$ cat src/verilog/ssu_pkg.sv
// package: constants, register map and carrier types of the serial shift unit
package ssu_pkg;

  // apb geometry
  localparam int unsigned APB_AW = 8;
  localparam int unsigned IDX_W = 6;

  // register indices; byte address is four times the index
  localparam logic [5:0] IDX_CONTROL = 6'h0d;
  localparam logic [5:0] IDX_STATUS = 6'h0e;
  localparam logic [5:0] IDX_DATA = 6'h0f;
  localparam logic [5:0] IDX_BUFFER = 6'h10;
  localparam logic [5:0] IDX_PINCTL = 6'h11;

  // serial_control fields
  localparam int unsigned CTL_SIE = 7;
  localparam int unsigned CTL_OIE = 6;
  localparam int unsigned CTL_WM_LO = 4;
  localparam int unsigned CTL_CS_LO = 2;
  localparam int unsigned CTL_CLK = 1;
  localparam int unsigned CTL_TC = 0;

  // serial_status_counter fields
  localparam int unsigned STS_START = 7;
  localparam int unsigned STS_OVF = 6;
  localparam int unsigned STS_STOP = 5;
  localparam int unsigned STS_COLL = 4;

  // pin control fields
  localparam int unsigned PIN_DATA_DIR = 0;
  localparam int unsigned PIN_CLOCK_DIR = 1;
  localparam int unsigned PIN_DATA_PORT = 2;
  localparam int unsigned PIN_CLOCK_PORT = 3;

  // wire modes and clock sources
  localparam logic [1:0] WM_OFF = 2'h0;
  localparam logic [1:0] WM_THREE = 2'h1;
  localparam logic [1:0] WM_TWO_HOLD = 2'h3;
  localparam logic [1:0] CS_SW = 2'h0;
  localparam logic [1:0] CS_TIMER = 2'h1;
  localparam logic [3:0] CNT_MAX = 4'hf;
  localparam logic [7:0] REG_RST = 8'h00;

  // data line delay ahead of the start detector
  localparam int unsigned SYS_CLK_PERIOD_NS = 100;
  localparam int unsigned SDA_DELAY_NS = 50;
  localparam int unsigned SDA_DELAY_CYC_RAW = (SDA_DELAY_NS + SYS_CLK_PERIOD_NS - 1)
                                              / SYS_CLK_PERIOD_NS;
  localparam int unsigned SDA_DELAY_CYC = (SDA_DELAY_CYC_RAW < 1) ? 1 : SDA_DELAY_CYC_RAW;

  typedef struct packed {
    logic psel;
    logic penable;
    logic pwrite;
    logic [APB_AW-1:0] paddr;
    logic [31:0] pwdata;
  } ssu_apb_req_t;

  typedef struct packed {
    logic [31:0] prdata;
    logic pready;
    logic pslverr;
  } ssu_apb_rsp_t;

  typedef struct packed {
    logic sda_out;
    logic sda_oe;
    logic scl_out;
    logic scl_oe;
    logic do_out;
    logic do_oe;
  } ssu_pins_t;

  typedef struct packed {
    logic clk_s1;
    logic clk_s2;
    logic clk_prev;
    logic sda_s1;
    logic sda_s2;
    logic [SDA_DELAY_CYC:0] sda_dly;
    logic sie;
    logic oie;
    logic [1:0] wm;
    logic [1:0] cs;
    logic clk_sel;
    logic [3:0] pinctl;
    logic [7:0] data;
    logic [7:0] buffer;
    logic [3:0] cnt;
    logic start;
    logic ovf;
    logic stop;
    logic start_hold;
    logic latch;
    ssu_pins_t pins;
    logic [31:0] prdata;
    logic slverr;
  } ssu_state_t;

  localparam ssu_state_t SSU_STATE_RST = '0;

endpackage

$ cat src/verilog/ssu_serial_unit.sv
// module: universal serial shift unit with edge counter and start detector
//
// Function
// - start detector flags bus starts only in two-wire modes
// - data line is delayed before the clock level is judged
// - start detector can wake the processor without its clock
// - two-wire slave holds clock low until ready for more data
// - external clock counts on both rising and falling pin edges
// - counter chains with the timer compare match into a wider counter
// - counter preset to maximum overflows on the next external edge
// - data register is the shift register; a write beats a shift
// - shift toward msb on external edge, timer match or software strobe
// - inputs feed shifter and counter even with outputs disabled
// - serial data output comes from shift msb through a latch
// - latch open first half clock when external, always when internal
// - start flag on start condition, or on external clock edges in other modes
// - start flag interrupts and wakes; write one clears and releases hold
// - overflow flag on wrap; cleared by write one or buffer read
// - stop flag on stop condition in two-wire, cleared by write one
// - collision bit shows shift msb differing from data pin level
// - counter readable, writable, advancing once per selected clock
// - external source with software bit makes toggle strobe clock counter
// - pending flag interrupts as soon as its enables are set
// - second two-wire mode also holds clock low after overflow
// - with internal strobe source the software bit clocks once
//
// Chosen here: the APB slave port.
module ssu_serial_unit (
  input wire logic sys_clk, // system clock, 10 mhz
  input wire logic sys_rst, // synchronous reset, active high
  input wire ssu_pkg::ssu_apb_req_t apb_req, // apb request from master
  output ssu_pkg::ssu_apb_rsp_t apb_rsp, // apb answer
  input wire logic timer_cmp_match, // timer compare match pulse
  input wire logic global_irq_enable, // global interrupt enable level
  input wire logic serial_in_pin_in, // data pin level (di or sda)
  input wire logic serial_clock_pin_in, // clock pin level (serial_clock_pin or scl)
  output ssu_pkg::ssu_pins_t pins, // pin drivers and enables
  output logic start_irq, // start condition interrupt request
  output logic overflow_irq, // counter overflow interrupt request
  output logic start_wake // wake request from start flag
);

  localparam int unsigned DW = ssu_pkg::SDA_DELAY_CYC;

  ssu_pkg::ssu_state_t q;
  ssu_pkg::ssu_state_t d;

  // bus decode
  logic [ssu_pkg::IDX_W-1:0] idx;
  logic hit_ctl;
  logic hit_sts;
  logic hit_data;
  logic hit_buf;
  logic hit_pin;
  logic mapped;
  logic setup;
  logic wr;
  logic rd;

  // clock and event terms
  logic clk_rise;
  logic clk_fall;
  logic clk_edge;
  logic wr_ctl;
  logic [1:0] wcs;
  logic sw_strobe;
  logic tc_strobe;
  logic tc_count;
  logic timer_clk;
  logic shift_ext;
  logic shift_clk;
  logic cnt_clk;
  logic ovf_evt;
  logic start_det;
  logic stop_det;
  logic start_evt;
  logic two_wire;
  logic three_wire;
  logic latch_open;
  logic clk_hold;
  logic collision;
  logic [7:0] status_rd;

  // address decode on the word index
  always_comb begin
    idx = apb_req.paddr[ssu_pkg::APB_AW-1:2];
    hit_ctl = (idx == ssu_pkg::IDX_CONTROL);
    hit_sts = (idx == ssu_pkg::IDX_STATUS);
    hit_data = (idx == ssu_pkg::IDX_DATA);
    hit_buf = (idx == ssu_pkg::IDX_BUFFER);
    hit_pin = (idx == ssu_pkg::IDX_PINCTL);
    mapped = hit_ctl | hit_sts | hit_data | hit_buf | hit_pin;
    setup = apb_req.psel & ~apb_req.penable;
    // side effects only in the access phase, and only to mapped words
    wr = apb_req.psel & apb_req.penable & apb_req.pwrite & mapped;
    rd = apb_req.psel & apb_req.penable & ~apb_req.pwrite & mapped;
  end

  // edges of the synchronised clock pin
  always_comb begin
    clk_rise = q.clk_s2 & ~q.clk_prev;
    clk_fall = ~q.clk_s2 & q.clk_prev;
    // edges closer than two samples merge; the far side keeps to fck/4
    clk_edge = clk_rise | clk_fall;
  end

  // bus conditions, judged against the delayed data line
  always_comb begin
    two_wire = q.wm[1];
    three_wire = (q.wm == ssu_pkg::WM_THREE);
    // sda is compared a cycle late so scl has settled when sda moves
    start_det = q.clk_s2 & q.sda_dly[DW] & ~q.sda_dly[DW-1];
    stop_det = q.clk_s2 & ~q.sda_dly[DW] & q.sda_dly[DW-1];
    // start detection gated to two-wire, edge mode only otherwise
    start_evt = (two_wire & start_det)
              | (~two_wire & q.cs[1] & ~q.clk_sel & clk_edge);
  end

  // clock sources for shifter and counter
  always_comb begin
    wr_ctl = wr & hit_ctl;
    wcs = apb_req.pwdata[ssu_pkg::CTL_CS_LO +: 2];
    // one shot from the software bit when the strobe source is chosen
    sw_strobe = wr_ctl & (wcs == ssu_pkg::CS_SW)
              & apb_req.pwdata[ssu_pkg::CTL_CLK];
    tc_strobe = wr_ctl & apb_req.pwdata[ssu_pkg::CTL_TC];
    // toggle strobe clocks the counter when an external source and software clocking are picked
    tc_count = tc_strobe & wcs[1] & apb_req.pwdata[ssu_pkg::CTL_CLK];
    // timer match source lets the counter extend the timer
    timer_clk = (q.cs == ssu_pkg::CS_TIMER) & timer_cmp_match;
    // cs0 picks the sampling edge of the external clock
    shift_ext = q.cs[1] & (q.cs[0] ? clk_fall : clk_rise);
    shift_clk = sw_strobe | timer_clk | shift_ext;
    // external counting sees both edges of the clock pin
    cnt_clk = sw_strobe | timer_clk | tc_count
            | (q.cs[1] & ~q.clk_sel & clk_edge);
    // a counter write wins, so no wrap happens in that cycle
    ovf_evt = cnt_clk & (q.cnt == ssu_pkg::CNT_MAX)
            & ~(wr & hit_sts);
  end

  // output latch and line hold
  always_comb begin
    // external clock: open only in the half before the sampling edge
    latch_open = ~q.cs[1] | (q.clk_s2 == q.cs[0]);
    clk_hold = q.start_hold
             | ((q.wm == ssu_pkg::WM_TWO_HOLD) & q.ovf);
    collision = q.data[7] ^ q.sda_s2;
    status_rd = {q.start, q.ovf, q.stop, collision, q.cnt};
  end

  // next state of every register
  always_comb begin
    d = q;

    // two-stage synchronisers, then a delay line for the data pin
    d.clk_s1 = serial_clock_pin_in;
    d.clk_s2 = q.clk_s1;
    d.clk_prev = q.clk_s2;
    d.sda_s1 = serial_in_pin_in;
    d.sda_s2 = q.sda_s1;
    d.sda_dly = {q.sda_dly[DW-1:0], q.sda_s2};

    // read data is caught in setup so it stands through the access phase
    if (setup) begin
      d.slverr = ~mapped;
      d.prdata = 32'h0000_0000;
      if (hit_ctl) begin
        d.prdata[7:0] = {q.sie, q.oie, q.wm, q.cs, 2'h0};
      end
      if (hit_sts) begin
        d.prdata[7:0] = status_rd;
      end
      if (hit_data) begin
        d.prdata[7:0] = q.data;
      end
      if (hit_buf) begin
        d.prdata[7:0] = q.buffer;
      end
      if (hit_pin) begin
        d.prdata[3:0] = q.pinctl;
      end
    end

    // control register; the toggle strobe bit is never stored, the clock bit is kept in clk_sel
    if (wr_ctl) begin
      d.sie = apb_req.pwdata[ssu_pkg::CTL_SIE];
      d.oie = apb_req.pwdata[ssu_pkg::CTL_OIE];
      d.wm = apb_req.pwdata[ssu_pkg::CTL_WM_LO +: 2];
      d.cs = wcs;
      d.clk_sel = apb_req.pwdata[ssu_pkg::CTL_CLK];
    end

    // pin control, then the toggle strobe flips the clock port level
    if (wr & hit_pin) begin
      d.pinctl = apb_req.pwdata[3:0];
    end
    if (tc_strobe) begin
      d.pinctl[ssu_pkg::PIN_CLOCK_PORT] = ~d.pinctl[ssu_pkg::PIN_CLOCK_PORT];
    end

    // shift register: a cpu write drops a coincident shift
    if (wr & hit_data) begin
      d.data = apb_req.pwdata[7:0];
    end else if (shift_clk) begin
      d.data = {q.data[6:0], q.sda_s2};
    end

    // edge counter, written directly or advanced by the chosen clock
    if (wr & hit_sts) begin
      d.cnt = apb_req.pwdata[3:0];
    end else if (cnt_clk) begin
      d.cnt = 4'(q.cnt + 4'h1);
    end

    // buffer keeps the completed word at the wrap
    if (ovf_evt) begin
      d.buffer = d.data;
    end

    // flags: clear first so a same-cycle event still sets
    if (wr & hit_sts & apb_req.pwdata[ssu_pkg::STS_START]) begin
      d.start = 1'b0;
    end
    if (start_evt) begin
      d.start = 1'b1;
    end
    if ((wr & hit_sts & apb_req.pwdata[ssu_pkg::STS_OVF]) | (rd & hit_buf)) begin
      d.ovf = 1'b0;
    end
    if (ovf_evt) begin
      d.ovf = 1'b1;
    end
    if (wr & hit_sts & apb_req.pwdata[ssu_pkg::STS_STOP]) begin
      d.stop = 1'b0;
    end
    if (two_wire & stop_det) begin
      d.stop = 1'b1;
    end

    // start hold begins once the master pulls scl low after the start
    if (~d.start) begin
      d.start_hold = 1'b0;
    end else if (two_wire & clk_fall) begin
      d.start_hold = 1'b1;
    end

    // output latch follows the shift msb while open
    if (latch_open) begin
      d.latch = d.data[7];
    end

    // pin drivers; two-wire lines are open drain, driven only low
    d.pins.sda_out = 1'b0;
    d.pins.sda_oe = two_wire & q.pinctl[ssu_pkg::PIN_DATA_DIR]
                  & ~(q.latch & q.pinctl[ssu_pkg::PIN_DATA_PORT]);
    d.pins.do_out = q.latch;
    d.pins.do_oe = three_wire & q.pinctl[ssu_pkg::PIN_DATA_DIR];
    d.pins.scl_out = three_wire & q.pinctl[ssu_pkg::PIN_CLOCK_PORT];
    d.pins.scl_oe = q.pinctl[ssu_pkg::PIN_CLOCK_DIR]
                  & (three_wire | (two_wire
                  & (~q.pinctl[ssu_pkg::PIN_CLOCK_PORT] | clk_hold)));
  end

  // single state register
  always_ff @(posedge sys_clk) begin
    if (sys_rst) begin
      q <= ssu_pkg::SSU_STATE_RST;
    end else begin
      q <= d;
    end
  end

  // apb answer: zero wait states, error on unmapped words
  always_comb begin
    apb_rsp.prdata = q.prdata;
    apb_rsp.pready = 1'b1;
    apb_rsp.pslverr = apb_req.psel & apb_req.penable & q.slverr;
  end

  // interrupt requests rise at once if the flag was already pending
  always_comb begin
    start_irq = q.start & q.sie & global_irq_enable;
    overflow_irq = q.ovf & q.oie & global_irq_enable;
    // wake is a plain level from the flag, no clock gating inside
    start_wake = q.start;
    pins = q.pins;
  end

endmodule

$ cat config.mk
export PLATFORM = sky130hd
export DESIGN_NAME = ssu_serial_unit
export DESIGN_NICKNAME = d
export VERILOG_FILES = /design/src/verilog/ssu_pkg.sv /design/src/verilog/ssu_serial_unit.sv
export SDC_FILE = /design/constraint.sdc
export NUM_CORES = 1
export LEC_CHECK = 0
export ABC_AREA = 1
export CAP_MARGIN = 20
export CORE_ASPECT_RATIO = 2
export CORE_MARGIN = 2
export CORE_UTILIZATION = 25
export CTS_BUF_LIST = sky130_fd_sc_hd__clkbuf_2 sky130_fd_sc_hd__clkbuf_4 sky130_fd_sc_hd__clkbuf_8
export CTS_CLUSTER_DIAMETER = 30
export DETAILED_ROUTE_END_ITERATION = 10
export DONT_BUFFER_PORTS = 1
export PLACE_DENSITY = 0.35
export SLEW_MARGIN = 25
export SYNTH_ARGS = -nofsm -noshare
export SYNTH_HDL_FRONTEND = slang
export SYNTH_SLANG_ARGS = --single-unit
$ cat constraint.sdc
create_clock -name sys_clk -period 2 [get_ports sys_clk]
set_clock_uncertainty 0.05 [all_clocks]
set_input_delay 0.2 -clock sys_clk [delete_from_list [all_inputs] [get_ports sys_clk]]
set_output_delay 0.2 -clock sys_clk [all_outputs]
set_load 0.1 [all_outputs]
Word-level counts from Yosys, hierarchy flattened
Index checks and enable logic that the tools add are counted.
{"block": "totals", "word_cells": 144, "in_bits": 49, "register_bits": 58, "output_inout_bits": 43}
{"block": "classes", "bitwise_logic": 81, "mux": 18, "n_eq_ne": 10, "n_addsub": 1, "reduce_logical": 5}
{"cell": "bitwise AND 1 bit", "count": 50}
{"cell": "two-way mux 8 bit", "count": 6}
{"cell": "== test 6 x 4 -> 1 bit (second input constant)", "count": 3}
{"cell": "two-way mux 4 bit", "count": 4}
{"cell": "NOT 1 bit", "count": 15}
{"cell": "bitwise OR 1 bit", "count": 15}
{"cell": "== test 6 x 5 -> 1 bit (second input constant)", "count": 2}
{"cell": "two-way mux 1 bit", "count": 8}
{"cell": "nonzero test 2 bit", "count": 3}
{"cell": "adder 4 x 1 -> 4 bit (second input constant)", "count": 1}
{"cell": "== test 2 x 1 -> 1 bit (second input constant)", "count": 2}
{"cell": "== test 4 bit (second input constant)", "count": 1}
{"cell": "== test 2 bit (second input constant)", "count": 1}
{"cell": "zero test 2 bit", "count": 1}
{"cell": "OR reduction 2 bit", "count": 1}
{"cell": "== test 1 bit", "count": 1}
{"cell": "XOR 1 bit", "count": 1}

Depth between registers and ports, before layout
Gate-level depths: netlist of the first run.
{"block": "logic_depth", "word_depth": 15, "depth_mapped": 12, "depth_no_buf": 12}

Worst setup path after synthesis of the first run
No wires, ideal clock.
{"block": "synth_path", "path_type": "reg-to-output", "start": "register q, in the netlist start_wake", "end": "output start_irq", "t_arrival_ns": 3.191, "t_required_ns": 1.750, "setup_slack_ns": -1.441, "path_stages_with_launch": 3, "cell_sequence": "dfxtp_1 inv_1 nor3_1"}
{"block": "synth_via", "elab_chain_cells": 2}
{"element": "from (decl)", "line": "ssu_serial_unit.sv:45", "source": "ssu_pkg::ssu_state_t q;"}
{"element": "from (signal assigned)", "line": "ssu_serial_unit.sv:268", "source": "q <= ssu_pkg::SSU_STATE_RST;"}
{"element": "bitwise AND 1 bit (2 in series)", "line": "ssu_serial_unit.sv:283", "source": "start_irq = q.start & q.sie & global_irq_enable;"}
{"element": "to (decl)", "line": "ssu_serial_unit.sv:38", "source": "output logic start_irq,"}
No other way between the ends.

Final worst setup path of the first run
{"block": "layout_path", "start": "register q[79] (netlist name)", "end": "register q, in the netlist start_wake"}
{"block": "layout_via", "elab_chain_cells": 6, "elab_cells_between_ends": 7, "cone_classes": "mux (1); bitwise (6)"}
{"element": "NOT 1 bit", "line": "ssu_serial_unit.sv:101", "source": "clk_rise = q.clk_s2 & ~q.clk_prev;"}
{"element": "bitwise AND 1 bit", "line": "ssu_serial_unit.sv:101"}
{"element": "bitwise OR 1 bit *", "line": "ssu_serial_unit.sv:104", "source": "clk_edge = clk_rise | clk_fall;"}
{"element": "bitwise AND 1 bit *", "line": "ssu_serial_unit.sv:116", "source": "| (~two_wire & q.cs[1] & ~q.clk_sel & clk_edge);"}
{"element": "bitwise OR 1 bit *", "line": "ssu_serial_unit.sv:116"}
{"element": "two-way mux 1 bit *", "line": "ssu_serial_unit.sv:225", "source": "if (start_evt) begin"}
Mark *: on every way between the ends. The rest lies on a longest branch, timed or not.
A chain may end at the register's enable or synchronous reset.

==> results.md, run 1 <==
## Outcome
* **result of the run** complete, no violations

## Place
* **number of placed instances, taps included** 583
* **total of buffers placed on input and output ports** 0
* **half-perimeter wire length after placement** 7.595 mm
* **cell area after placement** 3304 sq um
* **Setup WS pre-CTS** 0.2742 ns
* **final weighted congestion of routability-driven global placement** 0.8126

## Synth
* **mean area per synthesized cell** 7.246 sq um
* **number of distinct standard cells referenced by the synthesized netlist** 36
* **flip-flop cell with the highest count after synthesis** sky130_fd_sc_hd__dfxtp_1
* **total of flip-flops plus latches after synthesis** 57
* **EDFF count, synth** 0
* **fraction of the yosys area taken by sequential cells** 0.3654
* **synthesized instance count** 431
* **Synth async-reset ratio** 0
* **warnings from Yosys** 0
* **area of the mapped netlist** 3123 sq um

## Pwr
* **Cell Pwr Density** 759.6 nW/um^2
* **sum of internal, switching and leakage power** 0.002778 W
* **VDD IR max** 291.6 uV
* **cell leakage power** 1.637 nW

## Global route
* **GR Overflow Total** 0
* **global-route wire length before repair** 15.10 mm
* **Total Routing Usage GR** 0.1506
* **vias in the first global route** 2653
* **pin count of the biggest net entering global routing** 35
* **number of antenna violations at the first check in global routing** 0

## Setup path
* **reg-to-reg setup timing slack** 0.16 ns
* **Worst Path Class, Setup** register to register
* **Worst EP arrival** 2.08 ns
* **startpoint type of the worst setup path** register
* **startpoint of the lowest-slack register-to-register path** q[79]$_SDFF_PP0_
* **worst reg2reg endpoint** start_wake$_SDFF_PP0_
* **WP data required** 2.24 ns
* **crit path max fanout** 3
* **Worst Setup SP** q[79]$_SDFF_PP0_
* **FF-to-FF path depth** 7
* **endpoint type of the worst setup path** register

## Floorplan
* **vertical extent of the die** 162.1 um
* **Rows** 57
* **core area** 12200 sq um
* **area of the die** 13460 sq um
* **IO Count** 92
* **initial standard-cell utilization of the core** 0.2561
* **Chip Width** 83.03 um

## Worst hold path
* **number of cells on the worst hold path** 2
* **beginning of the worst hold path** apb_req[3]
* **class of the tightest hold or removal check** input port to register
* **hold-critical path endpoint** q[59]$_SDFF_PP0_

## Clocking
* **number of buffers inserted to repair setup after CTS** 0
* **htree depth** 3
* **library cell used as clock root buffer** sky130_fd_sc_hd__clkbuf_8
* **Clock Tree Buf Depth** 2
* **CTS tree** done
* **TritonCTS Buffers** 9
* **clock transition at the registers of the reported paths** 0.07 ns
* **clock insertion delay at the later pin of the skew report** 0.35 ns
* **clock tree sinks** 57

## Drt
* **DRC marker count from the first detailed-route iteration** 114
* **average wire per standard cell** 16.16 um
* **DR vias** 2756
* **post-route ant nets** 0
* **vias per inst** 4.518
* **routed wire length** 9.859 mm
* **count of unresolved DRC violations after routing** 0
* **first-pass iteration count of the detailed router** 4

## Timing
* **final critical-path required period** 1.838 ns
* **RSZ-0062 raised after global routing** no
* **Final Hold Vio Count** 0
* **accumulated negative setup slack** 0 ns
* **peak clock frequency supported by timing** 0.5439 GHz
* **final count of negative-setup-slack endpoints** 0
* **final critical-path setup slack** 0.1616 ns
* **count of pins over their slew limit** 0
* **final clock period utilization by the worst path** 0.9192

## Cells and area
* **post-route insts no fill** 610
* **Net count, final** 511
* **proportion of layout cells with a drive suffix above 1** 0.1685
* **post-route standard cell area excluding fillers** 3657 sq um
* **area overhead of the layout relative to synthesis** 17.11%
* **Inserted Diodes** 0

## Run
* **reported max-cap violation count** 0

==> critical path, stage by stage (launching register included) <==
cell	delay, ns
sky130_fd_sc_hd__dfxtp_1	0.33
sky130_fd_sc_hd__inv_1	0.05
sky130_fd_sc_hd__ha_1	0.30
sky130_fd_sc_hd__nor3_2	0.15
sky130_fd_sc_hd__buf_4	0.15
sky130_fd_sc_hd__a22oi_2	0.06
sky130_fd_sc_hd__a21oi_1	0.13
sky130_fd_sc_hd__dlygate4sd3_1	0.55
==> through the flow <==
| stage | hold WS, ns | utilization |
|---|---|---|
| 4_1_cts | 0.001801 | 0.2991 |
| 2_1_floorplan | 0.2570 | - |
| 3_5_place_dp | 0.2220 | 0.2710 |
| 6_report | 0.007800 | 0.2999 |
| 5_1_grt | 0.001111 | 0.2999 |
| 3_3_place_gp | 0.2230 | 0.2710 |
==> timing repair <==
action | in CTS | in global routing
gates resized for setup | 0 | 2
hold buffers | 12 | 0
hold endpoints to repair | 40 | 0
setup endpoints to repair | 0 | 1
==> synthesized netlist by cell type (all sizes together) (2+ instances only) <==
master	n	area, sq um
o22ai	3	18.77
buf	41	305.3
dfxtp	57	1141
o21ai	31	155.2
nand4	10	68.81
ha	3	37.54
nand2	71	315.3
a21oi	39	195.2
nand3	28	175.2
a211oi	2	15.01
nor3	3	15.01
clkbuf	8	30.03
a41oi	2	17.52
nor2	40	214.0
a221oi	4	35.03
a31oi	6	37.54
xor2	2	17.52
conb	2	7.510
inv	73	274.0
==> logic make-up (layout without fill, tap and decap cells) <==
logic type | count (synthesis) | count (layout) | share of synthesized area
and+or+nand+nor | 153 | 153 | 0.2548
buffers and inverters | 122 | 130 | 0.1951
AOI/OAI and AO/OA | 92 | 92 | 0.1647
DFF | 57 | 57 | 0.3654
adders and majority gates | 3 | 3 | 0.01202
other | 2 | 26 | 0.002405
xor gates and xnor gates | 2 | 2 | 0.005610
==> registers in the layout, summed over array words and instances, names as in the netlist <==
name,cells
start_wake,1
apb_rsp,8
pins,5
d,6
q,37
==> cell type report <==
cell class / instances / area [sq um]
fill: 1352 / 8538
tap: 147 / 183.9
clock inverter: 5 / 81.33
multi-input combinational: 276 / 1489
inverter: 73 / 274.0
clock buffer: 10 / 131.4
timing repair buffer: 42 / 355.3
sequential: 57 / 1142
==> how the worst max path moves through the flow <==
stage,end,cells after the start
detailed placement,q[52]$_SDFFE_PP0P_,11
floorplan,overflow_irq,2
global placement,q[55]$_SDFFE_PP0P_,12
finish,start_wake$_SDFF_PP0_,7
global route,start_wake$_SDFF_PP0_,7
CTS,start_wake$_SDFF_PP0_,7
==> routing by layer <==
metal,vias up,GRT usage,share of wire
met5,-,0,0
met4,0,0.1028,0.051
met3,21,0.03404,0.050
met2,90,0.2724,0.52
met1,1253,0.1510,0.38
li1,1392,-,-
==> where the power goes <==
part	switching, W	leakage (nW)	internal [W]	total (W)
combinational	0.000359	1.07	0.0000564	0.000415
clock	0.000494	0.106	0.000708	0.00120
sequential	0.00000871	0.462	0.00115	0.00116
total	0.000862	1.64	0.00192	0.00278
==> layout by cell type, fill, tap and decap left out, types with 6 or more instances in the layout <==
| master | instances |
|---|---|
| sky130_fd_sc_hd__buf_4 | 30 |
| sky130_fd_sc_hd__dlygate4sd3_1 | 11 |
| sky130_fd_sc_hd__nand4_1 | 9 |
| sky130_fd_sc_hd__conb_1 | 26 |
| sky130_fd_sc_hd__inv_1 | 63 |
| sky130_fd_sc_hd__a31oi_1 | 6 |
| sky130_fd_sc_hd__a21oi_1 | 39 |
| sky130_fd_sc_hd__nand2_1 | 65 |
| sky130_fd_sc_hd__clkbuf_8 | 9 |
| sky130_fd_sc_hd__inv_2 | 10 |
| sky130_fd_sc_hd__o21ai_0 | 27 |
| sky130_fd_sc_hd__dfxtp_1 | 56 |
| sky130_fd_sc_hd__nand3_1 | 24 |
| sky130_fd_sc_hd__nor2_1 | 33 |
(Power assumes the default switching activity.)
==> run 2: changes to the inputs <==
--- a/config.mk
+++ b/config.mk
@@ -10,7 +10,6 @@
 export CORE_ASPECT_RATIO = 2
 export CORE_MARGIN = 2
 export CORE_UTILIZATION = 25
-export CTS_BUF_LIST = sky130_fd_sc_hd__clkbuf_2 sky130_fd_sc_hd__clkbuf_4 sky130_fd_sc_hd__clkbuf_8
 export CTS_CLUSTER_DIAMETER = 30
 export DETAILED_ROUTE_END_ITERATION = 10
 export DONT_BUFFER_PORTS = 1
==> run 2 against run 1 <==
  * Sequential power about the same
  * Power increased by 15%
  * Flip-flop and latch count is the same
  * Worst setup slack better by 0.13 ns
  * Fmax increased by 7.5%
  * Combinational power down 2%
  * First-iteration DRC count is 0.88% lower
  * Critical endpoint is now q[55]$_SDFFE_PP0P_
==> results.md, run 2 (synthesis gave the netlist of run 1 again) <==
## Timing
* **final clock period utilization by the worst path** 0.8548, -0.06440
* **final count of negative-setup-slack endpoints** 0, unchanged
* **Final Hold Vio Count** 0, unchanged
* **final critical-path required period** 1.710 ns, -0.1288 ns
* **RSZ-0062 raised after global routing** no
* **accumulated negative setup slack** 0 ns, unchanged
* **peak clock frequency supported by timing** 0.5849 GHz, +7.5%
* **count of pins over their slew limit** 0, unchanged

## Global route
* **number of antenna violations at the first check in global routing** 0, unchanged
* **GR Overflow Total** 0, unchanged
* **Total Routing Usage GR** 0.1481, -0.002545
* **pin count of the biggest net entering global routing** 35, unchanged
* **global-route wire length before repair** 14.91 mm, -1.2%
* **vias in the first global route** 2609, -1.7%

## Clocking
* **post-CTS resize count** 0, unchanged
* **Clock Tree Buf Depth** 2, unchanged
* **CTS tree** done
* **clock insertion delay at the later pin of the skew report** 0.33 ns, -0.02 ns
* **library cell used as clock root buffer** sky130_fd_sc_hd__clkbuf_16
* **htree depth** 3, unchanged
* **clock tree sinks** 57, unchanged
* **clock transition at the registers of the reported paths** 0.05 ns, -0.02 ns
* **TritonCTS Buffers** 9, unchanged

## Run
* **reported max-cap violation count** 0, unchanged

## Setup path
* **endpoint type of the worst setup path** register
* **Crit path buffers/inverters** 4, +1
* **family of cells with the greatest summed delay on the critical path** simple AND/OR/NAND/NOR gates
* **cell with the biggest individual delay on the critical path** sky130_fd_sc_hd__dfxtp_1
* **cell-by-cell trace of the critical path** inv_1, ha_1, nor3_1, buf_4, inv_1, nand2_1, nor2_4, nor2_8, nand3_1, nand2_1, inv_1
* **WP data required** 2.18 ns, -0.06 ns
* **startpoint type of the worst setup path** register
* **Worst EP arrival** 1.89 ns, -0.19 ns
* **FF-to-FF path depth** 11, +4
* **maximum single-stage delay on the critical path** 0.32 ns, -0.23 ns
* **Worst Path Class, Setup** register to register
* **crit path max fanout** 8, +5
* **reg-to-reg setup timing slack** 0.29 ns, +0.13 ns
* **Crit path top cell by count** sky130_fd_sc_hd__inv_1
* **critical path depth in cells** 11, +4

## Cells and area
* **number of flip-flops under the largest register name** 37, unchanged
* **Inserted Diodes** 0, unchanged
* **post-route standard cell area excluding fillers** 3695 sq um, +1.0%
* **Top reg by flops** q
* **proportion of layout cells with a drive suffix above 1** 0.1638, -0.004711
* **Filler Cell Count** 1339, -0.96%
* **combined flip-flop and latch cell area** 1142 sq um, unchanged
* **most frequent standard cell in the layout excluding fill and tap cells** sky130_fd_sc_hd__nand2_1
* **most frequent cells in the layout** 65 x sky130_fd_sc_hd__nand2_1, 63 x sky130_fd_sc_hd__inv_1, 56 x sky130_fd_sc_hd__dfxtp_1
* **area of combinational cells with multiple inputs** 1479 sq um, -0.67%
* **area overhead of the layout relative to synthesis** 18.31%
* **Net count, final** 506, -0.98%

## Pwr
* **Cell Pwr Density** 864.9 nW/um^2, +14%
* **sum of internal, switching and leakage power** 0.003196 W, +15%
* **VDD IR max** 384.8 uV, +32%
* **cell leakage power** 1.655 nW, +1.1%

## Floorplan
* **vertical extent of the die** 162.1 um, unchanged
* **core area** 12200 sq um, unchanged
* **area of the die** 13460 sq um, unchanged
* **initial standard-cell utilization of the core** 0.2561, unchanged
* **Rows** 57, unchanged
* **IO Count** 92, unchanged
* **Chip Width** 83.03 um, unchanged

## Drt
* **first-pass iteration count of the detailed router** 4, unchanged
* **highest layer used for signal routing** met4
* **routed wire length** 9.722 mm, -1.4%
* **vias per inst** 4.501, -0.38%
* **count of unresolved DRC violations after routing** 0, unchanged
* **wire length on met3** 450 um, -8.2%
* **post-route ant nets** 0, unchanged
* **post-route met1 wirelength** 3.677 mm, -0.70%
* **average wire per standard cell** 16.07 um, -0.57%
* **Met2 Wirelength** 5.276 mm, +2.1%
* **DR vias** 2723, -1.2%
* **DRC marker count from the first detailed-route iteration** 113, -0.88%

## Place
* **cell area after placement** 3304 sq um, unchanged
* **total of buffers placed on input and output ports** 0, unchanged
* **half-perimeter wire length after placement** 7.595 mm, unchanged
* **final weighted congestion of routability-driven global placement** 0.8126, unchanged

## Outcome
* **result of the run** complete, no violations

## Worst hold path
* **number of cells on the worst hold path** 3, +1
* **class of the tightest hold or removal check** input port to register

## run 2: metal layers
layer / up-vias / track usage
li1: 1384 / -
met1: 1243 / 0.1481
met2: 82 / 0.2793
met3: 14 / 0.03557
met4: 0 / 0.07526
met5: - / 0
## run 2: worst reg2reg max path, cell delays in order, from the launching register on
cell and delay [ns]:
sky130_fd_sc_hd__dfxtp_1 0.32, sky130_fd_sc_hd__inv_1 0.05, sky130_fd_sc_hd__ha_1 0.28, sky130_fd_sc_hd__nor3_1 0.17, sky130_fd_sc_hd__buf_4 0.15, sky130_fd_sc_hd__inv_1 0.04, sky130_fd_sc_hd__nand2_1 0.09, sky130_fd_sc_hd__nor2_4 0.07
sky130_fd_sc_hd__nor2_8 0.16, sky130_fd_sc_hd__nand3_1 0.12, sky130_fd_sc_hd__nand2_1 0.07, sky130_fd_sc_hd__inv_1 0.03
## run 2: timing repair
action                    4_1_cts  5_1_grt
hold endpoints to repair       34        0
setup buffers                   0        0
hold buffers                    7        0
## run 2: path summary, 6_finish.rpt
| path | start | endpoint |
|---|---|---|
| worst min-delay path | apb_req[5] | q[41]$_SDFFE_PP0P_ |
| worst min register to register | d[77]$_SDFF_PP0_ | d[75]$_SDFF_PP0_ |
| worst max register to register | q[79]$_SDFF_PP0_ | q[55]$_SDFFE_PP0P_ |
| worst max-delay path | q[79]$_SDFF_PP0_ | q[55]$_SDFFE_PP0P_ |
## run 2: through the flow
step | setup slack, ns | utilization | hold slack [ns] | std cells
after floorplan | 0.1106 | - | 0.2570 | 455
after global placement | 0.2913 | 0.2710 | 0.2230 | 583
after detailed placement | 0.2742 | 0.2710 | 0.2220 | 583
after CTS | 0.2675 | 0.3030 | 0.008954 | 605
after global routing | 0.1563 | 0.3030 | 0.01619 | 605
final | 0.2904 | 0.3030 | 0.01155 | 605
## run 2: report_power, final
| part | total (W) | leakage, nW | internal, W | switching, W |
|---|---|---|---|---|
| registers | 0.00116 | 0.462 | 0.00115 | 0.00000875 |
| logic | 0.000406 | 1.04 | 0.0000508 | 0.000355 |
| clock network | 0.00163 | 0.149 | 0.00108 | 0.000546 |
## run 2: area by class of cell
cell class	count	share of cell area
Tap cell	147	0.04978
Sequential cell	57	0.3092
Clock inverter	5	0.02201
Clock buffer	10	0.06197
Multi-Input combinational cell	276	0.4003
Timing Repair Buffer	37	0.08263
Inverter	73	0.07416
==> run 3: changes to the inputs <==
--- a/config.mk
+++ b/config.mk
@@ -7,7 +7,7 @@
 export LEC_CHECK = 0
 export ABC_AREA = 1
 export CAP_MARGIN = 20
-export CORE_ASPECT_RATIO = 2
+export CORE_ASPECT_RATIO = 0.6
 export CORE_MARGIN = 2
 export CORE_UTILIZATION = 25
 export CTS_CLUSTER_DIAMETER = 30
==> run 3 against run 2 <==
  * Combinational power hardly changed
  * Critical path depth stayed put
  * Worst hold slack hardly changed
==> results.md, run 3 (synthesis gave the netlist of run 1 again) <==
## Setup path
* **crit path max fanout** 8, unchanged
* **Worst EP arrival** 1.94 ns, +0.05 ns
* **cell-by-cell trace of the critical path** inv_1, ha_1, nor3_1, buf_4, inv_1, nand2_1, nor2_4, nor2_8, nand3_1, nand2_1, inv_1
* **maximum single-stage delay on the critical path** 0.33 ns, about the same
* **endpoint type of the worst setup path** register
* **Worst Path Class, Setup** register to register
* **Worst Setup SP** q[79]$_SDFF_PP0_
* **worst reg2reg endpoint** q[55]$_SDFFE_PP0P_
* **startpoint of the lowest-slack register-to-register path** q[79]$_SDFF_PP0_
* **Crit path buffers/inverters** 4, unchanged
* **cell with the biggest individual delay on the critical path** sky130_fd_sc_hd__dfxtp_1
* **Crit path top cell by count** sky130_fd_sc_hd__inv_1
* **critical path depth in cells** 11, unchanged
* **family of cells with the greatest summed delay on the critical path** simple AND/OR/NAND/NOR gates
* **capture point of the critical path** q[55]$_SDFFE_PP0P_
* **FF-to-FF path depth** 11, unchanged
* **reg-to-reg setup timing slack** 0.23 ns, -0.06 ns
* **startpoint type of the worst setup path** register
* **WP data required** 2.17 ns, about the same

## Cells and area
* **proportion of layout cells with a drive suffix above 1** 0.1649, +0.001104
* **number of flip-flops under the largest register name** 37, unchanged
* **area overhead of the layout relative to synthesis** 19.27%
* **most frequent standard cell in the layout excluding fill and tap cells** sky130_fd_sc_hd__nand2_1
* **Inserted Diodes** 0, unchanged
* **most frequent cells in the layout** 65 x sky130_fd_sc_hd__nand2_1, 63 x sky130_fd_sc_hd__inv_1, 56 x sky130_fd_sc_hd__dfxtp_1
* **Net count, final** 508, +0.40%
* **Top reg by flops** q

## Global route
* **GR Overflow Total** 0, unchanged
* **grt peak-use layer** met1
* **pin count of the biggest net entering global routing** 35, unchanged
* **global-route wire length before repair** 14.90 mm, about the same
* **Global Route met1 Usage** 0.2378, +0.08964
* **number of antenna violations at the first check in global routing** 0, unchanged
* **vias in the first global route** 2549, -2.3%
* **met3 global-route usage** 0.04192, +0.006350
* **Total Routing Usage GR** 0.1497, +0.001592
* **met2 Use GR** 0.1964, -0.08295

## Worst hold path
* **class of the tightest hold or removal check** input port to register

## Pwr
* **power share of the combinational group** 0.132, +0.005
* **power dissipated by switching net loads** 0.0008992 W, -1.1%
* **VDD IR max** 359.0 uV, -6.7%
* **Cell Pwr Density** 831.7 nW/um^2, -3.8%
* **Clock Power Share** 0.492, -0.017
* **P_int** 0.002199 W, -3.8%
* **register share of total power** 0.376, +0.012
* **cell leakage power** 1.658 nW, +0.20%
* **switching share of power** 0.2903, +0.005814

## Floorplan
* **vertical extent of the die** 90.58 um, -44%
* **core area** 12140 sq um, -0.45%
* **area of the die** 13430 sq um, -0.18%
* **IO Count** 92, unchanged
* **Rows** 31, -46%
* **Chip Width** 148.3 um, +79%
* **initial standard-cell utilization of the core** 0.2572, +0.001161

## Clocking
* **Hold-fix buffers, CTS** 8, +1
* **htree depth** 3, unchanged
* **clock insertion delay at the later pin of the skew report** 0.33 ns, about the same
* **post-CTS resize count** 0, unchanged
* **CTS tree** done
* **TritonCTS Buffers** 9, unchanged
* **library cell used as clock root buffer** sky130_fd_sc_hd__clkbuf_16
* **number of buffers inserted to repair setup after CTS** 0, unchanged
* **Clock Tree Buf Depth** 2, unchanged
* **clock transition at the registers of the reported paths** 0.06 ns, about the same
* **clock tree sinks** 57, unchanged

## Timing
* **final clock period utilization by the worst path** 0.8854, +0.03061
* **worst hold slack** 0.01180 ns, +0.0002469 ns
* **accumulated negative setup slack** 0 ns, unchanged
* **slew of the pin with the lowest slew margin** 0.5818 ns
* **Final Hold Vio Count** 0, unchanged
* **peak clock frequency supported by timing** 0.5647 GHz, -3.5%
* **RSZ-0062 raised after global routing** no
* **count of pins over their slew limit** 0, unchanged
* **worst slew margin relative to its limit** 0.6081
* **final critical-path required period** 1.771 ns, +0.06122 ns
* **final count of negative-setup-slack endpoints** 0, unchanged

## Drt
* **average wire per standard cell** 15.40 um, -4.2%
* **count of unresolved DRC violations after routing** 0, unchanged
* **vias per inst** 4.327, -3.9%
* **post-route ant nets** 0, unchanged
* **DRC marker count from the first detailed-route iteration** 172, +52%
* **first-pass iteration count of the detailed router** 4, unchanged
* **DR vias** 2709, -0.51%
* **routed wire length** 9.641 mm, -0.83%

## Outcome
* **result of the run** complete, no violations

## Place
* **half-perimeter wire length after placement** 7.276 mm, -4.2%
* **total of buffers placed on input and output ports** 0, unchanged
* **final weighted congestion of routability-driven global placement** 0.8174, +0.59%

## Run
* **reported max-cap violation count** 0, unchanged

-- run 3: layout make-up --
cell class	count	area (sq um)
Clock buffer	11	242.7
Clock inverter	5	55.05
Fill cell	1324	8416
Inverter	73	274.0
Multi-Input combinational cell	276	1479
Sequential cell	57	1142
Tap cell	165	206.4
Timing Repair Buffer	39	325.3
-- run 3: worst min-delay path by stage --
| stage | from | end | cells after the start |
|---|---|---|---|
| global placement | sys_rst | q[60]$_SDFF_PP0_ | 1 |
| detailed placement | sys_rst | start_wake$_SDFF_PP0_ | 1 |
| finish | apb_req[0] | q[56]$_SDFF_PP0_ | 2 |
| global route | apb_req[4] | q[60]$_SDFF_PP0_ | 2 |
| floorplan | serial_in_pin_in | d[77]$_SDFF_PP0_ | 2 |
| CTS | apb_req[0] | q[56]$_SDFF_PP0_ | 2 |
-- run 3: layer usage --
layer	up-vias	wire length (um)
li1	1391	-
met1	1259	5513
met2	57	3685
met3	2	413
met4	0	28
met5	-	0
-- run 3: power groups by stage --
| stage | Clock (W) | Combinational [W] | Sequential, W |
|---|---|---|---|
| 4_1_cts | 0.00158 | 0.000409 | 0.00116 |
| 2_1_floorplan | 0 | 0.000403 | 0.00118 |
| 3_3_place_gp | 0 | 0.000379 | 0.00119 |
| 5_1_grt | 0.00163 | 0.000429 | 0.00116 |
| 3_5_place_dp | 0 | 0.000379 | 0.00119 |
| 6_report | 0.00153 | 0.000409 | 0.00116 |
-- run 3: stage by stage --
step | power (W) | util | setup WS, ns | instances | instance area, sq um
2_1_floorplan | 0.001587 | - | 0.1106 | 455 | 3226
3_3_place_gp | 0.001566 | 0.2740 | 0.2318 | 601 | 3327
3_5_place_dp | 0.001566 | 0.2740 | 0.2515 | 601 | 3327
4_1_cts | 0.003150 | 0.3060 | 0.2330 | 625 | 3715
5_1_grt | 0.003226 | 0.3068 | 0.07102 | 626 | 3725
6_report | 0.003098 | 0.3068 | 0.2291 | 626 | 3725
